**src/include/mls_pkg.sv**
```systemverilog
// Constants for the modem line status and scratchpad block
package mls_pkg;
  // Bus geometry
  localparam int unsigned ADDR_W = 12;
  localparam int unsigned DATA_W = 32;
  localparam int unsigned REG_W  = 8;
  localparam int unsigned IDX_W  = 4;
  localparam int unsigned LINES  = 4;

  // Register indices, byte address is four times the index
  localparam logic [IDX_W-1:0] MCTL_IDX     = 4'h4;
  localparam logic [IDX_W-1:0] MLS_IDX      = 4'h6;
  localparam logic [IDX_W-1:0] SCRATCH_IDX  = 4'h7;
  localparam logic [IDX_W-1:0] IRQ_STAT_IDX = 4'h8;
  localparam logic [IDX_W-1:0] IRQ_MASK_IDX = 4'h9;

  // Line order inside every four-bit vector; change bit i pairs with level bit i+4
  localparam int unsigned LN_CTS = 0;
  localparam int unsigned LN_DSR = 1;
  localparam int unsigned LN_RI  = 2;
  localparam int unsigned LN_DCD = 3;

  // Modem control fields
  localparam int unsigned MCTL_DTR  = 0;
  localparam int unsigned MCTL_RTS  = 1;
  localparam int unsigned MCTL_USER_OUTPUT_ONE = 2;
  localparam int unsigned MCTL_USER_OUTPUT_TWO = 3;
  localparam int unsigned MCTL_LOOP = 4;
  localparam int unsigned MCTL_W    = 5;

  // Reset values
  localparam logic [MCTL_W-1:0] MCTL_RST     = 5'h00;
  localparam logic [REG_W-1:0]  SCRATCH_RST  = 8'hFF;
  localparam logic [LINES-1:0]  IRQ_MASK_RST = 4'h0;
  localparam logic [LINES-1:0]  PINS_IDLE    = 4'hF;

  // Input priming: cycles before change detection is trusted
  localparam int unsigned PRIME_CYC = 3;
endpackage

```
**src/include/mls_line_if.sv**
```systemverilog
// Carrier between the register bank and its line synchroniser
`timescale 1ns/100ps
`default_nettype none
interface mls_line_if;
  logic       lpbk;    // Loopback mode
  logic [3:0] lb_src;  // Asserted levels used in loopback
  logic [3:0] lvl;     // Asserted line levels, 1 = pin low
  logic [3:0] chg;     // One-cycle change pulses
  modport ctrl (output lpbk, output lb_src, input lvl, input chg);
  modport line (input lpbk, input lb_src, output lvl, output chg);
endinterface
`default_nettype wire

```
**src/logic/mls_line_sync.sv**
```systemverilog
// Synchroniser and change detector for the four modem inputs
`timescale 1ns/100ps
`default_nettype none
module mls_line_sync
  import mls_pkg::*;
(
  // Clock and reset
  input  wire logic                     clk_i,
  input  wire logic                     rst_n_i,
  input  wire logic                     ce_i,
  // Active-low modem pins
  input  wire logic [mls_pkg::LINES-1:0] pins_n_i,
  // Register bank side
  mls_line_if.line                      lnk
);
  import mls_pkg::*;

  logic [LINES-1:0]     meta_q;
  logic [LINES-1:0]     sync_q;
  logic [LINES-1:0]     prev_q;
  logic [PRIME_CYC-1:0] prime_q;
  logic [LINES-1:0]     cur;
  logic [LINES-1:0]     toggled;
  logic                 armed;

  // Two flops per pin; the first is read only by the second
  always_ff @(posedge clk_i) begin
    if (!rst_n_i) begin
      meta_q <= PINS_IDLE;
      sync_q <= PINS_IDLE;
    end else if (ce_i) begin
      meta_q <= pins_n_i;
      sync_q <= meta_q;
    end
  end

  // Loopback swaps the pins for the control bits
  assign cur = lnk.lpbk ? lnk.lb_src : ~sync_q;

  // Previous level, plus priming so a pin held low at reset is no change
  always_ff @(posedge clk_i) begin
    if (!rst_n_i) begin
      prev_q  <= '0;
      prime_q <= '0;
    end else if (ce_i) begin
      prev_q  <= cur;
      prime_q <= {prime_q[PRIME_CYC-2:0], 1'b1};
    end
  end

  assign armed   = prime_q[PRIME_CYC-1];
  assign toggled = (cur ^ prev_q) & {LINES{armed}};

  // Ring only counts its trailing edge: asserted level falls as pin goes 0 to 1
  assign lnk.chg[LN_CTS] = toggled[LN_CTS];
  assign lnk.chg[LN_DSR] = toggled[LN_DSR];
  assign lnk.chg[LN_RI]  = armed & prev_q[LN_RI] & ~cur[LN_RI];
  assign lnk.chg[LN_DCD] = toggled[LN_DCD];
  assign lnk.lvl         = cur;
endmodule
`default_nettype wire

```
**src/logic/mls_regs.sv**
```systemverilog
// Modem line status, scratchpad and modem control registers behind APB
`timescale 1ns/100ps
`default_nettype none
module mls_regs
  import mls_pkg::*;
(
  // Clock, reset and freeze
  input  wire logic                        clk_i,
  input  wire logic                        rst_n_i,
  input  wire logic                        ce_i,
  // APB slave
  input  wire logic [mls_pkg::ADDR_W-1:0]  paddr_i,
  input  wire logic                        psel_i,
  input  wire logic                        penable_i,
  input  wire logic                        pwrite_i,
  input  wire logic [mls_pkg::DATA_W-1:0]  pwdata_i,
  input  wire logic [3:0]                  pstrb_i,
  output logic      [mls_pkg::DATA_W-1:0]  prdata_o,
  output logic                             pready_o,
  output logic                             pslverr_o,
  // Active-low modem inputs
  input  wire logic                        dcd_n_i,
  input  wire logic                        ri_n_i,
  input  wire logic                        dsr_n_i,
  input  wire logic                        cts_n_i,
  // Active-low modem outputs
  output logic                             dtr_n_o,
  output logic                             rts_n_o,
  output logic                             user_output_one_n_o,
  output logic                             user_output_two_n_o,
  // Interrupts
  output logic                             msi_o,
  output logic                             irq_o
);
  import mls_pkg::*;

  // Address decode shared by every register
  // Upper bits and the byte offset must be zero, so aliases of a
  // register never answer as if they were mapped
  function automatic logic reg_hit(input logic [ADDR_W-1:0] a,
                                   input logic [IDX_W-1:0]  idx);
    logic upper_zero;
    upper_zero = (a[ADDR_W-1:IDX_W+2] == '0);
    return upper_zero && (a[1:0] == 2'b00) && (a[IDX_W+1:2] == idx);
  endfunction

  // Set-wins update for any sticky flag set
  // Shared by the change flags and the interrupt status, so both
  // follow one priority rule
  function automatic logic [LINES-1:0] sticky(input logic [LINES-1:0] q,
                                              input logic [LINES-1:0] clr,
                                              input logic [LINES-1:0] set);
    return (q & ~clr) | set;
  endfunction

  // Register state
  logic [MCTL_W-1:0]  mctl_q;
  logic [MCTL_W-1:0]  mctl_d;
  logic [REG_W-1:0]   scratch_q;
  logic [REG_W-1:0]   scratch_d;
  logic [LINES-1:0]   delta_q;
  logic [LINES-1:0]   delta_d;
  logic [LINES-1:0]   capt_q;
  logic [LINES-1:0]   capt_d;
  logic [LINES-1:0]   irq_stat_q;
  logic [LINES-1:0]   irq_stat_d;
  logic [LINES-1:0]   irq_mask_q;
  logic [LINES-1:0]   irq_mask_d;
  logic [DATA_W-1:0]  rdata_q;
  logic [DATA_W-1:0]  rdata_d;
  logic               slverr_q;
  logic               slverr_d;
  logic [LINES-1:0]   pins_n_q;
  logic [LINES-1:0]   pins_n_d;

  // Bus phase decode
  logic               setup;
  logic               access;
  logic               wr_done;
  logic               rd_done;
  logic               lane0;
  logic               sel_mctl;
  logic               sel_mls;
  logic               sel_scr;
  logic               sel_istat;
  logic               sel_imask;
  logic               mapped;

  // Write strobes per register
  logic               wr_mctl;
  logic               wr_scr;
  logic               wr_istat;
  logic               wr_imask;
  logic               rd_mls;
  logic [LINES-1:0]   rd_clr;
  logic [LINES-1:0]   istat_clr;

  // Read views
  logic [REG_W-1:0]   mls_view;
  logic [DATA_W-1:0]  rd_mux;
  logic [LINES-1:0]   lb_src;
  logic [LINES-1:0]   pins_n;

  // Line synchroniser link
  // The synchroniser owns the pins; this module only sees asserted levels
  mls_line_if lnk ();

  assign pins_n[LN_CTS] = cts_n_i;
  assign pins_n[LN_DSR] = dsr_n_i;
  assign pins_n[LN_RI]  = ri_n_i;
  assign pins_n[LN_DCD] = dcd_n_i;

  // Loopback sources sit in line order next to their pins
  assign lb_src[LN_CTS] = mctl_q[MCTL_RTS];
  assign lb_src[LN_DSR] = mctl_q[MCTL_DTR];
  assign lb_src[LN_RI]  = mctl_q[MCTL_USER_OUTPUT_ONE];
  assign lb_src[LN_DCD] = mctl_q[MCTL_USER_OUTPUT_TWO];

  assign lnk.lpbk   = mctl_q[MCTL_LOOP];
  assign lnk.lb_src = lb_src;

  mls_line_sync u_sync (
    .clk_i    (clk_i),
    .rst_n_i  (rst_n_i),
    .ce_i     (ce_i),
    .pins_n_i (pins_n),
    .lnk      (lnk.line)
  );

  // APB phases; a frozen clock enable holds off the completion too
  // Setup and access differ only in penable; a master that skips
  // setup would see stale read data
  assign setup   = psel_i & ~penable_i & ce_i;
  assign access  = psel_i & penable_i & ce_i;
  assign wr_done = access & pwrite_i;
  assign rd_done = access & ~pwrite_i;
  assign lane0   = pstrb_i[0];

  // Register select
  assign sel_mctl  = reg_hit(paddr_i, MCTL_IDX);
  assign sel_mls   = reg_hit(paddr_i, MLS_IDX);
  assign sel_scr   = reg_hit(paddr_i, SCRATCH_IDX);
  assign sel_istat = reg_hit(paddr_i, IRQ_STAT_IDX);
  assign sel_imask = reg_hit(paddr_i, IRQ_MASK_IDX);
  assign mapped    = sel_mctl | sel_mls | sel_scr | sel_istat | sel_imask;

  // Writes only land on byte lane 0; the status register ignores writes
  assign wr_mctl  = wr_done & sel_mctl & lane0;
  assign wr_scr   = wr_done & sel_scr & lane0;
  assign wr_istat = wr_done & sel_istat & lane0;
  assign wr_imask = wr_done & sel_imask & lane0;
  assign rd_mls   = rd_done & sel_mls;

  // Status view: levels above, change flags below
  assign mls_view = {lnk.lvl, delta_q};

  // Read mux feeding the data flop
  // Unmapped addresses fall through to zero, paired with the error flag
  assign rd_mux = sel_mls   ? {{(DATA_W-REG_W){1'b0}}, mls_view} :
                  sel_scr   ? {{(DATA_W-REG_W){1'b0}}, scratch_q} :
                  sel_mctl  ? {{(DATA_W-MCTL_W){1'b0}}, mctl_q} :
                  sel_istat ? {{(DATA_W-LINES){1'b0}}, irq_stat_q} :
                  sel_imask ? {{(DATA_W-LINES){1'b0}}, irq_mask_q} :
                  32'h0000_0000;

  // Read data and error are taken in setup, so the access phase shows flops
  assign rdata_d  = setup ? (pwrite_i ? 32'h0000_0000 : rd_mux) : rdata_q;
  assign slverr_d = setup ? ~mapped : slverr_q;

  // Only the flags that went out in the read data are cleared, so an edge
  // arriving between setup and access survives the clear
  // Trade-off: one extra four-bit register instead of a wait state
  assign capt_d = setup ? ((sel_mls & ~pwrite_i) ? delta_q : '0) : capt_q;
  assign rd_clr = rd_mls ? capt_q : '0;

  // Change flags: set wins over the clearing read
  assign delta_d = sticky(delta_q, rd_clr, lnk.chg);

  // Interrupt status: write one to clear, a new event wins
  assign istat_clr  = wr_istat ? pwdata_i[LINES-1:0] : '0;
  assign irq_stat_d = sticky(irq_stat_q, istat_clr, lnk.chg);

  // Plain read/write registers
  assign mctl_d     = wr_mctl ? pwdata_i[MCTL_W-1:0] : mctl_q;
  assign scratch_d  = wr_scr ? pwdata_i[REG_W-1:0] : scratch_q;
  assign irq_mask_d = wr_imask ? pwdata_i[LINES-1:0] : irq_mask_q;

  // Outputs rest inactive in loopback so the far end sees an idle line
  // Registered so the pins never glitch while the control word changes
  assign pins_n_d[LN_CTS] = ~(mctl_q[MCTL_RTS] & ~mctl_q[MCTL_LOOP]);
  assign pins_n_d[LN_DSR] = ~(mctl_q[MCTL_DTR] & ~mctl_q[MCTL_LOOP]);
  assign pins_n_d[LN_RI]  = ~(mctl_q[MCTL_USER_OUTPUT_ONE] & ~mctl_q[MCTL_LOOP]);
  assign pins_n_d[LN_DCD] = ~(mctl_q[MCTL_USER_OUTPUT_TWO] & ~mctl_q[MCTL_LOOP]);

  // Modem control
  // Holds loopback, both user outputs and the two handshake controls
  always_ff @(posedge clk_i) begin
    if (!rst_n_i) begin
      mctl_q <= MCTL_RST;
    end else if (ce_i) begin
      mctl_q <= mctl_d;
    end
  end

  // Scratchpad
  // Plain storage for software, read back unchanged
  always_ff @(posedge clk_i) begin
    if (!rst_n_i) begin
      scratch_q <= SCRATCH_RST;
    end else if (ce_i) begin
      scratch_q <= scratch_d;
    end
  end

  // Change flags and the copy handed out with a read
  // Both move together so a frozen enable cannot split them
  always_ff @(posedge clk_i) begin
    if (!rst_n_i) begin
      delta_q <= '0;
      capt_q  <= '0;
    end else if (ce_i) begin
      delta_q <= delta_d;
      capt_q  <= capt_d;
    end
  end

  // Interrupt status and mask
  // Mask resets closed so irq_o fires no request before software is ready
  always_ff @(posedge clk_i) begin
    if (!rst_n_i) begin
      irq_stat_q <= '0;
      irq_mask_q <= IRQ_MASK_RST;
    end else if (ce_i) begin
      irq_stat_q <= irq_stat_d;
      irq_mask_q <= irq_mask_d;
    end
  end

  // Bus answer flops
  // Loaded only in setup, so they stand through the access phase
  always_ff @(posedge clk_i) begin
    if (!rst_n_i) begin
      rdata_q  <= 32'h0000_0000;
      slverr_q <= 1'b0;
    end else if (ce_i) begin
      rdata_q  <= rdata_d;
      slverr_q <= slverr_d;
    end
  end

  // Modem output pins
  // Reset to the idle high level, so the far end sees nothing asserted
  always_ff @(posedge clk_i) begin
    if (!rst_n_i) begin
      pins_n_q <= PINS_IDLE;
    end else if (ce_i) begin
      pins_n_q <= pins_n_d;
    end
  end

  // APB answer: no wait states
  // Limitation: a low clock enable is the only way the answer stalls
  assign pready_o  = access;
  assign pslverr_o = access & slverr_q;
  assign prdata_o  = rdata_q;

  // Pin drive
  assign rts_n_o  = pins_n_q[LN_CTS];
  assign dtr_n_o  = pins_n_q[LN_DSR];
  assign user_output_one_n_o = pins_n_q[LN_RI];
  assign user_output_two_n_o = pins_n_q[LN_DCD];

  // Modem status request follows the change flags themselves
  // Kept apart from the masked interrupt so channel logic can rank
  // modem events on its own
  assign msi_o = |delta_q;
  assign irq_o = |(irq_stat_q & irq_mask_q);
endmodule
`default_nettype wire

```
**config.mk**
```make
export PLATFORM = sky130hd
export DESIGN_NAME = mls_regs
export DESIGN_NICKNAME = d
export VERILOG_FILES = /design/src/include/mls_pkg.sv /design/src/include/mls_line_if.sv /design/src/logic/mls_line_sync.sv /design/src/logic/mls_regs.sv
export SDC_FILE = /design/constraint.sdc
export NUM_CORES = 1
export LEC_CHECK = 0
export BUFFER_PORTS_ARGS = -buffer_cell sky130_fd_sc_hd__buf_2
export CAP_MARGIN = 20
export CORE_MARGIN = 3
export CORE_UTILIZATION = 54
export DETAILED_ROUTE_END_ITERATION = 8
export PLACE_DENSITY = 0.95
export SYNTH_ARGS = -nofsm -noshare
export SYNTH_HDL_FRONTEND = slang
export SYNTH_SLANG_ARGS = --single-unit
export TNS_END_PERCENT = 1
```
**constraint.sdc**
```tcl
create_clock -name clk_i -period 4.2 [get_ports clk_i]
set_input_delay 0.42 -clock clk_i [delete_from_list [all_inputs] [get_ports clk_i]]
set_output_delay 0.42 -clock clk_i [all_outputs]
set_load 0.05 [all_outputs]
```
## Word-level counts from Yosys, hierarchy flattened

Index checks and enable logic that the tools add are counted.
W data, S select, Z words.

- Bitwise logic cells: 46
- Multiplexer cells: 10
- Eq/ne operators: 5
- Reductions and logical operators: 14

Operators with widths:

| operator | number |
|---|---|
| $mux W4 | 6 |
| $mux W8 | 3 |
| $and A1 B1 Y1 | 23 |
| $and A4 B4 Y4 | 4 |
| $eq A4 B3 Y1 const B | 3 |
| $not A4 Y4 | 3 |
| $not A1 Y1 | 9 |
| $eq A4 B4 Y1 const B | 2 |
| $or A4 B4 Y4 | 2 |
| $reduce_and A2 Y1 | 4 |
| $reduce_or A4 Y1 | 2 |
| $logic_and A1 B1 Y1 | 6 |
| $logic_not A6 Y1 | 1 |
| $mux W5 | 1 |
| $or A1 B1 Y1 | 4 |
| $xor A4 B4 Y4 | 1 |
| $logic_not A2 Y1 | 1 |

- Bits in registers: 81
- Logic and storage cells: 88
- Input port bits: 58

## Logic depth before layout (Yosys ltp)

Gate-level depths: netlist (run 1).

- Depth after elaboration: 9
- Gate-level depth with buffers: 7

## Modules after synthesis

A second synthesis (run 1) with hierarchy kept.

- Cell total of the unflattened synthesis: 336
- Area, all modules: 2,915.3 µm²

By module, submodules not included:

| module | instances | seq. area each (µm²) | cells each | area an instance (µm²) |
|---|---|---|---|---|
| mls_regs | 1 | 840.8 | 266 | 2,239.6 |
| mls_line_sync | 1 | 300.3 | 70 | 675.6 |

## Least setup slack after synthesis (run 1)

Ideal clock, no wire load.

- Path type: input -> register
- Start: input port paddr_i[11] in the netlist's numbering
- End: register scratch_q[2]
- Data required time: 4,078 ps
- Buffers on the path: 2
- Stages on the path: 6
- Setup slack: 2,139 ps
- Arrival time: 1,939 ps
- Cells stage by stage: or4_1 buf_2 or4_4 buf_6 o21ai_1 nand3_1

- Word-level cells in the longest chain between the ends: 6

RTL lines:

| what | RTL line | RTL |
|---|---|---|
| from (decl) | mls_regs.sv:12 | `input wire logic [mls_pkg::ADDR_W-1:0] paddr_i,` |
| $logic_not A6 Y1 | mls_regs.sv:43 | `upper_zero = (a[ADDR_W-1:IDX_W+2] == '0);` |
| $logic_and A1 B1 Y1 (2 in series) | mls_regs.sv:44 | `return upper_zero && (a[1:0] == 2'b00) && (a[IDX_W+1:2] == idx);` |
| $and A1 B1 Y1 (2 in series) | mls_regs.sv:149 | `assign wr_scr = wr_done & sel_scr & lane0;` |
| $reduce_and A2 Y1 (no source line) | -- |  |
| to (signal assigned) | mls_regs.sv:211 | `scratch_q <= scratch_d;` |
| to (decl) | mls_regs.sv:59 | `logic [REG_W-1:0] scratch_q;` |

No other way between the ends.
A chain may end at the register's enable or synchronous reset.

## Worst setup path after layout (run 1)

- Start: input port paddr_i[11] in the netlist's numbering
- End: register rdata_q[4] (netlist: prdata_o[4])

- Word-level cells in the longest chain between the ends: 7

RTL lines:

| what | RTL line | RTL |
|---|---|---|
| $logic_not A6 Y1 * | mls_regs.sv:43 |  |
| $logic_and A1 B1 Y1 * | mls_regs.sv:44 |  |
| $logic_and A1 B1 Y1 | mls_regs.sv:44 |  |
| $mux W5 | mls_regs.sv:161 | `sel_mctl ? {{(DATA_W-MCTL_W){1'b0}}, mctl_q} :` |
| $mux W8 | mls_regs.sv:160 | `sel_scr ? {{(DATA_W-REG_W){1'b0}}, scratch_q} :` |
| $mux W8 * | mls_regs.sv:159 | `assign rd_mux = sel_mls ? {{(DATA_W-REG_W){1'b0}}, mls_view} :` |
| $mux W8 * | mls_regs.sv:167 | `assign rdata_d = setup ? (pwrite_i ? 32'h0000_0000 : rd_mux) : rdata_q;` |
| to (signal assigned) | mls_regs.sv:246 | `rdata_q <= rdata_d;` |
| to (decl) | mls_regs.sv:69 | `logic [DATA_W-1:0] rdata_q;` |

Every way passes the cells marked *; elsewhere a longest branch is shown, timed or not.

==> results of run 1 <==
cell usage in the layout, fill, tap and decap left out, types with 3 or more instances in the layout:
| master | Yosys | layout |
|---|---|---|
| nor3_1 | 9 | 9 |
| conb_1 | 1 | 24 |
| o21a_1 | 10 | 10 |
| a21boi_0 | 4 | 4 |
| clkbuf_8 | 1 | 10 |
| o211ai_1 | 4 | 4 |
| nor2_1 | 26 | 26 |
| nor2b_1 | 9 | 9 |
| a22oi_1 | 10 | 10 |
| dfxtp_1 | 57 | 57 |
| a31oi_1 | 3 | 3 |
| o22ai_1 | 4 | 4 |
| and2_1 | 3 | 3 |
| o21ai_0 | 18 | 18 |
| nand2_1 | 27 | 27 |
| nand3_1 | 26 | 26 |
| a21oi_1 | 19 | 19 |
| nor4_1 | 6 | 6 |
| inv_1 | 6 | 6 |
| o21ai_1 | 5 | 5 |
| or3b_2 | 5 | 5 |
| mux2i_1 | 15 | 15 |
| buf_2 | 2 | 46 |
| or3_1 | 3 | 3 |
| clkbuf_1 | 13 | 3 |
cell families after synthesis:
group | Yosys count | share of synthesized area [%]
compound gates | 86 | 18.6
buf+inv | 52 | 12.2
flops | 57 | 39.1
other cells | 1 | 0.128
mux | 15 | 5.14
simple gates | 133 | 24.8
worst paths after layout:
kind,endpoint
hold reg to reg,prdata_o[4]
setup / recovery,prdata_o[4]
setup reg to reg,prdata_o[4]
hold / removal,u_sync.meta_q[3]
stage by stage:
step	instance area, um^2	hold slack [ns]	cells	utilization (%)	setup slack, ns
floorplan	3010	0.433	367	-	2.14
global placement	2990	0.444	437	57.8	1.79
detailed placement	2990	0.447	437	57.8	1.76
CTS	3180	0.286	453	61.4	2.12
global route	3180	0.305	453	61.4	1.93
finish	3180	0.295	453	61.4	2.00
synthesized netlist by cell type, types with 2 or more instances:
master / number / area share [%]
o21a_1: 10 / 2.6
buf_2: 2 / 0.34
or3_1: 3 / 0.64
nor2b_1: 9 / 1.9
or4_1: 2 / 0.51
or3b_2: 5 / 1.5
o31ai_1: 2 / 0.51
a32oi_1: 2 / 0.60
and2_1: 3 / 0.64
nand2_1: 27 / 3.5
nor2_1: 26 / 3.3
and4_1: 2 / 0.60
or4_4: 2 / 0.77
clkbuf_1: 13 / 1.7
o21ai_1: 5 / 0.86
a22oi_1: 10 / 2.6
nor3_1: 9 / 1.5
o21ai_0: 18 / 3.1
buf_4: 24 / 6.2
o211ai_1: 4 / 1.0
mux2i_1: 15 / 5.1
buf_6: 4 / 1.5
and3_1: 2 / 0.43
inv_1: 6 / 0.77
a21boi_0: 4 / 1.0
o22ai_1: 4 / 0.86
a31oi_1: 3 / 0.64
a21oi_1: 19 / 3.3
nand3_1: 26 / 4.5
nand4bb_1: 2 / 0.77
nor4_1: 6 / 1.3
dfxtp_1: 57 / 39
routing by layer:
| layer | track usage (%) | up-vias |
|---|---|---|
| met5 | 0 | - |
| met4 | 9.79 | 0 |
| met3 | 7.79 | 24 |
| met2 | 35.6 | 144 |
| met1 | 28.1 | 1214 |
| li1 | - | 1258 |
sequential cells by signal, indices dropped and copies added, names as in the netlist:
signal / flops
capt_q: 4
u_sync.prime_q: 3
u_sync.meta_q: 4
irq_mask_q: 4
delta_q: 4
mctl_q: 5
u_sync.sync_q: 4
slverr_q: 1
prdata_o: 8
scratch_q: 8
irq_stat_q: 4
pins_n_q: 4
u_sync.prev_q: 4
tightest hold or removal path: stages:
cell and delay, ns:
buf_2 0.07, mux2i_1 0.05, nand2_1 0.06
layout make-up:
| cell class | instances | area share, % |
|---|---|---|
| clock buffers | 13 | 4.69 |
| clock inverters | 3 | 1.26 |
| inverters | 6 | 0.709 |
| multi-input cells | 258 | 47.4 |
| flip-flops and latches | 57 | 35.9 |
| well taps | 70 | 2.76 |
| repair buffers | 46 | 7.24 |
power breakdown:
group | total, mW | internal (mW) | switching [mW]
sequential | 0.552 | 0.548 | 0.00391
clock | 0.493 | 0.289 | 0.205
combinational | 0.124 | 0.0275 | 0.0968
total | 1.17 | 0.864 | 0.305
==> reports/metrics.csv, run 1 <==
metric;value;unit
status;finished clean;
Rows;26;
count of final max-slew check failures;0;
TritonCTS Sinks;57;
RSZ-0062 raised after global routing;false;
global placer's final weighted congestion;0.891;
Routed WL per cell;15.1;um
Final nets;436;
CTS Hold Bufs;0;
die area;6320;um^2
final setup fails;0;
area occupied by multi-input gates;1510;um^2
clock-pin slew on the worst setup and hold paths;0.06;ns
Max-cap violations;0;
critical-path cell list;buf_2 -> or4_1 -> nor4_1 -> o311ai_1 -> a21oi_1;
CP Capture Type;register;
maximum VDD drop;0.000291;V
sequential-to-total area share from yosys stat;39.1;%
# diodes;0;
DRC violations left;0;
reg-to-reg setup timing slack;2.68;ns
DRT antenna net count;0;
WP depth;5;
slowest cell on the critical path;nor4_1;
average cell area after synthesis;8.49;um^2
I/O Pins;98;
critical setup path kind;in -> reg;
critical path buffer and inverter count;1;
post-DR vias/cell;5.83;
Synth Cell Area;2920;um^2
Fmax;454;MHz
Post-DP HPWL;4930;um
crit path launch type;primary input;
Tmin final;2.20;ns
Pleak;1.24;nW
Main synth FF type;dfxtp_1;
met1 wire length;2820;um
Initial Util;56.4;%
total wire length;6850;um
Slew HR;37.8;%
fillcell total;452;
Total Neg Setup Slack;0;ns
Pwr Total;1.17;mW
# H-tree levels;3;
number of global-route vias before repair;2389;
PD cells;368;nW/um^2
Post-synth EDFFs;0;
top layer in use;met4;
Starting DRT DRC Count;217;
Reg area;1140;um^2
worst r2r src;mctl_q[4];
crit path max fanout;9;
PortBufs;46;
grt total ovfl;0;
Synth Instances;344;
global-route wire length before repair;11100;um
Final Cycle Share;52.5;%
CTS tree;done;
post-synth cell types;50;
Clk Latency, worst-skew pair;0.34;ns
gr usage total;22.7;%
CP startpoint;paddr_i[11];
fraction of registers with async set/reset;0;%
cells on worst reg2reg path;4;
layout cells sized above 1;18.3;%
crit-path max cell delay;0.79;ns
Worst Max-Slew Pin Slew;0.932;ns
die height;79.5;um
post-cts resize count;0;
worst hold start;dcd_n_i;
critical path required time;4.46;ns
antenna violations before repair;0;
DRT Pass-1 Iters;5;
DR WL met3;652;um
worst hold path stage count;3;
DR vias;2640;
pin count of the biggest net entering global routing;34;
met2 wire length;3200;um
Post CTS Setup Buffer Count;0;
Final Hold Fails;0;
crit path DAT;2.46;ns
HP Class;in -> reg;
worst clock skew;0.00641;ns
synthesis-to-finish area growth;8.87;%
yosys warns;0;
crit-path leading delay family;simple AND/OR/NAND/NOR gates;
CTS Root Cell;clkbuf_8;
cts bufs inserted;9;
CTS Buffer Depth;2;
core area;5170;um^2
die width;79.5;um
register bit total from synthesis;57;
Power figures use the tool's default switching activity.
==> run 2: changes to the inputs <==
--- a/config.mk
+++ b/config.mk
@@ -5,12 +5,13 @@
 export SDC_FILE = /design/constraint.sdc
 export NUM_CORES = 1
 export LEC_CHECK = 0
+export ABC_AREA = 1
 export BUFFER_PORTS_ARGS = -buffer_cell sky130_fd_sc_hd__buf_2
 export CAP_MARGIN = 20
 export CORE_MARGIN = 3
-export CORE_UTILIZATION = 54
+export CORE_UTILIZATION = 50
 export DETAILED_ROUTE_END_ITERATION = 8
-export PLACE_DENSITY = 0.95
+export PLACE_DENSITY = 0.91
 export SYNTH_ARGS = -nofsm -noshare
 export SYNTH_HDL_FRONTEND = slang
 export SYNTH_SLANG_ARGS = --single-unit
==> constraint.sdc (replaced) <==
create_clock -name clk_i -period 2.1 [get_ports clk_i]
set_input_delay 0.21 -clock clk_i [delete_from_list [all_inputs] [get_ports clk_i]]
set_output_delay 0.21 -clock clk_i [all_outputs]
set_load 0.05 [all_outputs]
==> run 2 against run 1 <==
Against the previous run:
- die area is 4.2% higher
- sequential cell count stayed put
- synthesized area is 3.2% lower
- power is 120% higher
- setup slack worse by 1.3 ns
- first-iteration DRC count is 44% lower
- clock skew hardly changed
- via count is 3.3% lower
- largest cell class unchanged
- routed wire length is 5.3% lower
- final area is 0.87% higher
- non-clock buffer count is 2 higher
- sequential power is 100% higher
==> reports/metrics.csv, run 2 <==
metric;value;unit;change
antenna violations before repair;0;;unchanged
DRC violations left;0;;unchanged
top post-synthesis cells by area;dfxtp_1 40%, nand2_1 9.3%, buf_4 6.6%;;
Post-synth top cells;70 x nand2_1, 57 x dfxtp_1, 42 x inv_1;;
Total Neg Setup Slack;0;ns;unchanged
average cell area after synthesis;7.36;um^2;-13%
die area;6590;um^2;+4.2%
RSZ-0062 raised after global routing;false;;
Pleak;1.50;nW;+22%
commonest non-fill, non-tap cells in the layout;70 x nand2_1, 57 x dfxtp_1, 46 x buf_2;;
crit path max fanout;10;;+1
Fmax;717;MHz;
count of final max-slew check failures;0;;unchanged
critical path required time;2.30;ns;-2.16 ns
# diodes;0;;unchanged
post-cts resize count;0;;unchanged
die width;81.2;um;+2.1%
crit path DAT;1.59;ns;-0.87 ns
Synth Cell Area;2830;um^2;-3.2%
Reg area;1140;um^2;unchanged
Post-synth EDFFs;0;;unchanged
I/O Pins;98;;unchanged
Final Cycle Share;66.5;%;
# H-tree levels;3;;unchanged
Inst Count DP;487;;+11%
cts bufs inserted;9;;unchanged
layout cells sized above 1;21.2;%;+3.0 points
Slew HR;49.7;%;+12 points
fraction of registers with async set/reset;0;%;unchanged
total wire length;6490;um;-5.3%
HP Class;in -> reg;;
post-DR vias/cell;5.08;;-13%
Tmin final;1.40;ns;
PortBufs;46;;unchanged
CTS Hold Bufs;0;;unchanged
Initial Util;53.6;%;-2.8 points
post-synth cell types;32;;-36%
CTS Buffer Depth;2;;unchanged
PD cells;795;nW/um^2;+120%
register bit total from synthesis;57;;unchanged
yosys warns;0;;unchanged
sequential-to-total area share from yosys stat;40.4;%;+1.3 points
final setup fails;0;;unchanged
Pwr Total;2.55;mW;+120%
CTS tree;done;;
Clk Latency, worst-skew pair;0.34;ns;about the same
area occupied by multi-input gates;1330;um^2;-12%
critical setup path kind;reg -> reg;;
adder-cell share of the synthesized area;0;%;unchanged
post-layout util;60.8;%;-0.62 points
Routed WL per cell;12.9;um;-15%
maximum VDD drop;0.000504;V;+73%
core area;5270;um^2;+1.9%
DRT Pass-1 Iters;6;;+1
pin count of the biggest net entering global routing;33;;-2.9%
gr usage total;21.2;%;-1.4 points
count of non-filler cells in the finished layout;503;;+11%
global placer's final weighted congestion;0.893;;+0.19%
crit path launch type;register;;
fillcell total;479;;+6.0%
simple-gate portion of the synthesized area;28.1;%;+3.3 points
die height;81.2;um;+2.1%
synthesis-to-finish area growth;13.5;%;
Main synth FF type;dfxtp_1;;
DRT antenna net count;0;;unchanged
status;finished clean;;
Post CTS Setup Buffer Count;0;;unchanged
grt total ovfl;0;;unchanged
TritonCTS Sinks;57;;unchanged
worst clock skew;0.00649;ns;+0.0000771 ns
post-synthesis mux area share;0;%;-5.1 points
commonest non-fill, non-tap cell in the layout;nand2_1;;
main combinational cell family by area after synthesis;simple AND/OR/NAND/NOR gates;;
number of global-route vias before repair;2338;;-2.1%
Starting DRT DRC Count;122;;-44%
CP Capture Type;register;;
XOR/XNOR Fraction of Synth Area;0;%;unchanged
Post-DP HPWL;4780;um;-3.1%
Worst Max-Slew Pin Slew;0.750;ns;-0.182 ns
DR vias;2554;;-3.3%
top-count cell post-synth;nand2_1;;
Compound-Gate Fraction of Synth Area;15.7;%;-2.9 points
Final nets;486;;+11%
CTS Root Cell;clkbuf_8;;
clock-pin slew on the worst setup and hold paths;0.06;ns;about the same
Max-cap violations;0;;unchanged
Rows;26;;unchanged
global-route wire length before repair;10500;um;-6.1%
cells on worst reg2reg path;4;;unchanged
area share of the largest cell type after synthesis;40.4;%;+1.3 points
Synth Instances;384;;+12%
Final Hold Fails;0;;unchanged
top cell type by total area after synthesis;dfxtp_1;;
worst hold path stage count;3;;unchanged
run 2: cell types whose count changed in the layout (fill, tap and decap cells not counted), moves of 7 or more:
cell     previous run  this run
nand2_1            27        70
inv_1               6        42
a21oi_1            19        35
mux2i_1            15         0
o21ai_0            18        30
a22oi_1            10         0
nand3_1            26        36
o21a_1             10         0
nor2b_1             9         0
nor3_1              9         1
nand4_1             1         8
run 2: cells by family after synthesis:
| kind of cell | Yosys count |
|---|---|
| buf+inv | 84 |
| compound gates | 78 |
| other cells | 1 |
| flops | 57 |
| simple gates | 164 |
run 2: final cells by class:
cell class              instances  area share (%)
clock buffers                  11            4.72
clock inverters                 5            2.42
inverters                      46            5.46
multi-input cells             266            41.4
flip-flops and latches         57            35.6
well taps                      70            2.73
repair buffers                 48            7.65
run 2: critical path, cell delays in order (launching register included):
cell     delay, ns
dfxtp_1       0.38
o21ai_0       0.46
a21oi_1       0.13
o21ai_0       0.18
a21oi_1       0.11
run 2: stage by stage:
step	hold WS [ns]	area, um^2	setup WS [ns]
3_3_place_gp	0.419	2980	0.427
4_1_cts	0.0734	3210	0.730
6_report	0.0869	3210	0.704
2_1_floorplan	0.336	2910	0.743
3_5_place_dp	0.432	2980	0.387
5_1_grt	0.0921	3210	0.524
run 2: path summary, 6_finish.rpt:
path                     startpoint                end  slack [ns]
hold / removal               ri_n_i   u_sync.meta_q[2]        0.09
setup / recovery          mctl_q[4]         delta_q[3]        0.70
setup reg to reg          mctl_q[4]         delta_q[3]        0.70
hold reg to reg   u_sync.prime_q[0]  u_sync.prime_q[1]        0.46
run 2: per-layer routing:
layer / routed length (um) / GRT usage (%) / vias to the layer above
li1: - / - / 1286
met1: 2680 / 24.3 / 1142
met2: 3210 / 35.3 / 114
met3: 501 / 8.43 / 12
met4: 96 / 8.61 / 0
met5: 0 / 0 / -
run 2: power breakdown:
group	total, mW	switching (mW)	internal [mW]
registers	1.12	0.0134	1.11
clock network	1.16	0.434	0.728
logic	0.265	0.209	0.0554
total	2.55	0.657	1.89
==> run 3: changes to the inputs <==
==> constraint.sdc (replaced) <==
create_clock -name clk_i -period 1.3 [get_ports clk_i]
set_input_delay 0.13 -clock clk_i [delete_from_list [all_inputs] [get_ports clk_i]]
set_output_delay 0.13 -clock clk_i [all_outputs]
set_load 0.05 [all_outputs]
==> run 3 against run 2 <==
Against the previous run:
- combinational power rose by 74%
- non-clock buffer count grew 22
- sequential power increased by 62%
- largest cell class unchanged
==> reports/metrics.csv, run 3 (synthesis gave the netlist of run 2 again) <==
metric;value;unit;change
status;finished clean;;
gr usage total;22.5;%;+1.2 points
Tmin final;1.27;ns;
CP startpoint;slverr_q;;
reg2reg end;irq_stat_q[3];;
Post-DP HPWL;5090;um;+6.4%
post-DR vias/cell;5.08;;about the same
final setup fails;0;;unchanged
critical setup path kind;reg -> out;;
die area;6590;um^2;unchanged
global-route wire length before repair;11400;um;+8.6%
core area;5270;um^2;unchanged
Final Hold Fails;0;;unchanged
Routed WL per cell;12.9;um;about the same
PortBufs;46;;unchanged
RSZ-0062 raised after global routing;false;;
commonest non-fill, non-tap cell in the layout;nand2_1;;
clock-pin slew on the worst setup and hold paths;0.07;ns;about the same
worst r2r src;mctl_q[4];;
worst clock skew;0.00548;ns;-0.00101 ns
cts bufs inserted;9;;unchanged
pre-CTS WS;-0.173;ns;-0.560 ns
crit path DAT;1.14;ns;-0.45 ns
total wire length;6760;um;+4.3%
CP Capture Type;output pin;;
critical path required time;1.17;ns;-1.13 ns
crit path launch type;register;;
Clk Latency, worst-skew pair;0.33;ns;about the same
# H-tree levels;3;;unchanged
hold slack;0.0100;ns;-0.0769 ns
DRC violations left;0;;unchanged
CTS Root Cell;clkbuf_8;;
cells on worst reg2reg path;5;;+1
Pwr Total;4.24;mW;+66%
Starting DRT DRC Count;219;;+80%
grt total ovfl;0;;unchanged
CTS tree;done;;
Rows;26;;unchanged
number of global-route vias before repair;2530;;+8.2%
global placer's final weighted congestion;0.931;;+4.3%
antenna violations before repair;0;;unchanged
pin count of the biggest net entering global routing;33;;unchanged
CTS Buffer Depth;2;;unchanged
HP Class;in -> reg;;
die height;81.2;um;unchanged
commonest non-fill, non-tap cells in the layout;70 x nand2_1, 56 x dfxtp_1, 44 x buf_2;;
PD cells;1250;nW/um^2;+58%
# diodes;0;;unchanged
Final nets;508;;+4.5%
DRT Pass-1 Iters;5;;-1
Pleak;1.61;nW;+7.2%
I/O Pins;98;;unchanged
maximum VDD drop;0.000993;V;+97%
Final WS setup;0.0327;ns;-0.672 ns
crit path max fanout;2;;-8
Total Neg Setup Slack;0;ns;unchanged
Fmax;789;MHz;
reg-to-reg setup timing slack;0.12;ns;-0.58 ns
Post CTS Setup Buffer Count;0;;unchanged
layout cells sized above 1;25.1;%;+3.9 points
Max-cap violations;0;;unchanged
TritonCTS Sinks;57;;unchanged
fillcell total;464;;-3.1%
Initial Util;53.6;%;unchanged
DR vias;2663;;+4.3%
count of final max-slew check failures;0;;unchanged
synthesis-to-finish area growth;19.6;%;
Final Cycle Share;97.5;%;
DRT antenna net count;0;;unchanged
Setup crit end;pslverr_o;;
die width;81.2;um;unchanged
-- run 3: cell count changes in the layout (fill, tap and decap cells not counted), sizes merged --
cell / delta
buf: +20
bufinv: +1
-- run 3: area by class of cell --
class                   instances  area (um^2)  share of cell area (%)
multi-input cells             266         1330                    39.3
repair buffers                 70          415                    12.3
clock buffers                   9          124                    3.67
clock inverters                 6          108                    3.18
well taps                      70         87.6                    2.59
inverters                      46          175                    5.18
flip-flops and latches         57         1140                    33.8
-- run 3: what timing repair did --
item	CTS	global route
endpoints found under the setup margin	2	12
hold buffers	0	0
resized for setup	1	7
-- run 3: per-layer routing --
metal	vias to the layer above	track usage, %	share of wire [%]
met5	-	0	0
met1	1200	27.5	41
met4	0	9.63	2.2
met2	112	38.1	49
met3	19	4.66	7.7
li1	1332	-	-
-- run 3: critical path, cell delays in order (launching register included) --
cell and delay [ns]:
dfxtp_1 0.35, inv_1 0.05, nor2_1 0.12, buf_2 0.28
-- run 3: worst min-delay path by stage --
stage	start	end	slack, ns	depth (start not counted)
final	cts_n_i	u_sync.meta_q[0]	0.01	3
after global routing	cts_n_i	u_sync.meta_q[0]	0.03	3
after global placement	dcd_n_i	u_sync.meta_q[3]	0.34	3
after detailed placement	cts_n_i	u_sync.meta_q[0]	0.35	3
after CTS	cts_n_i	u_sync.meta_q[0]	0.006	3
after floorplan	cts_n_i	u_sync.meta_q[0]	0.26	2
-- run 3: power breakdown --
group	internal [mW]	total [mW]	leakage (nW)	switching, mW
clock	1.25	1.96	0.115	0.710
sequential	1.79	1.81	0.464	0.0229
combinational	0.115	0.462	1.03	0.347
total	3.16	4.24	1.61	1.08
-- run 3: stage by stage --
stage          instances  utilization, %  area, um^2
3_3_place_gp         509            59.6        3140
3_5_place_dp         509            59.6        3140
6_report             524            64.1        3380
5_1_grt              524            64.1        3380
4_1_cts              524            64.0        3370
2_1_floorplan        407               -        2910
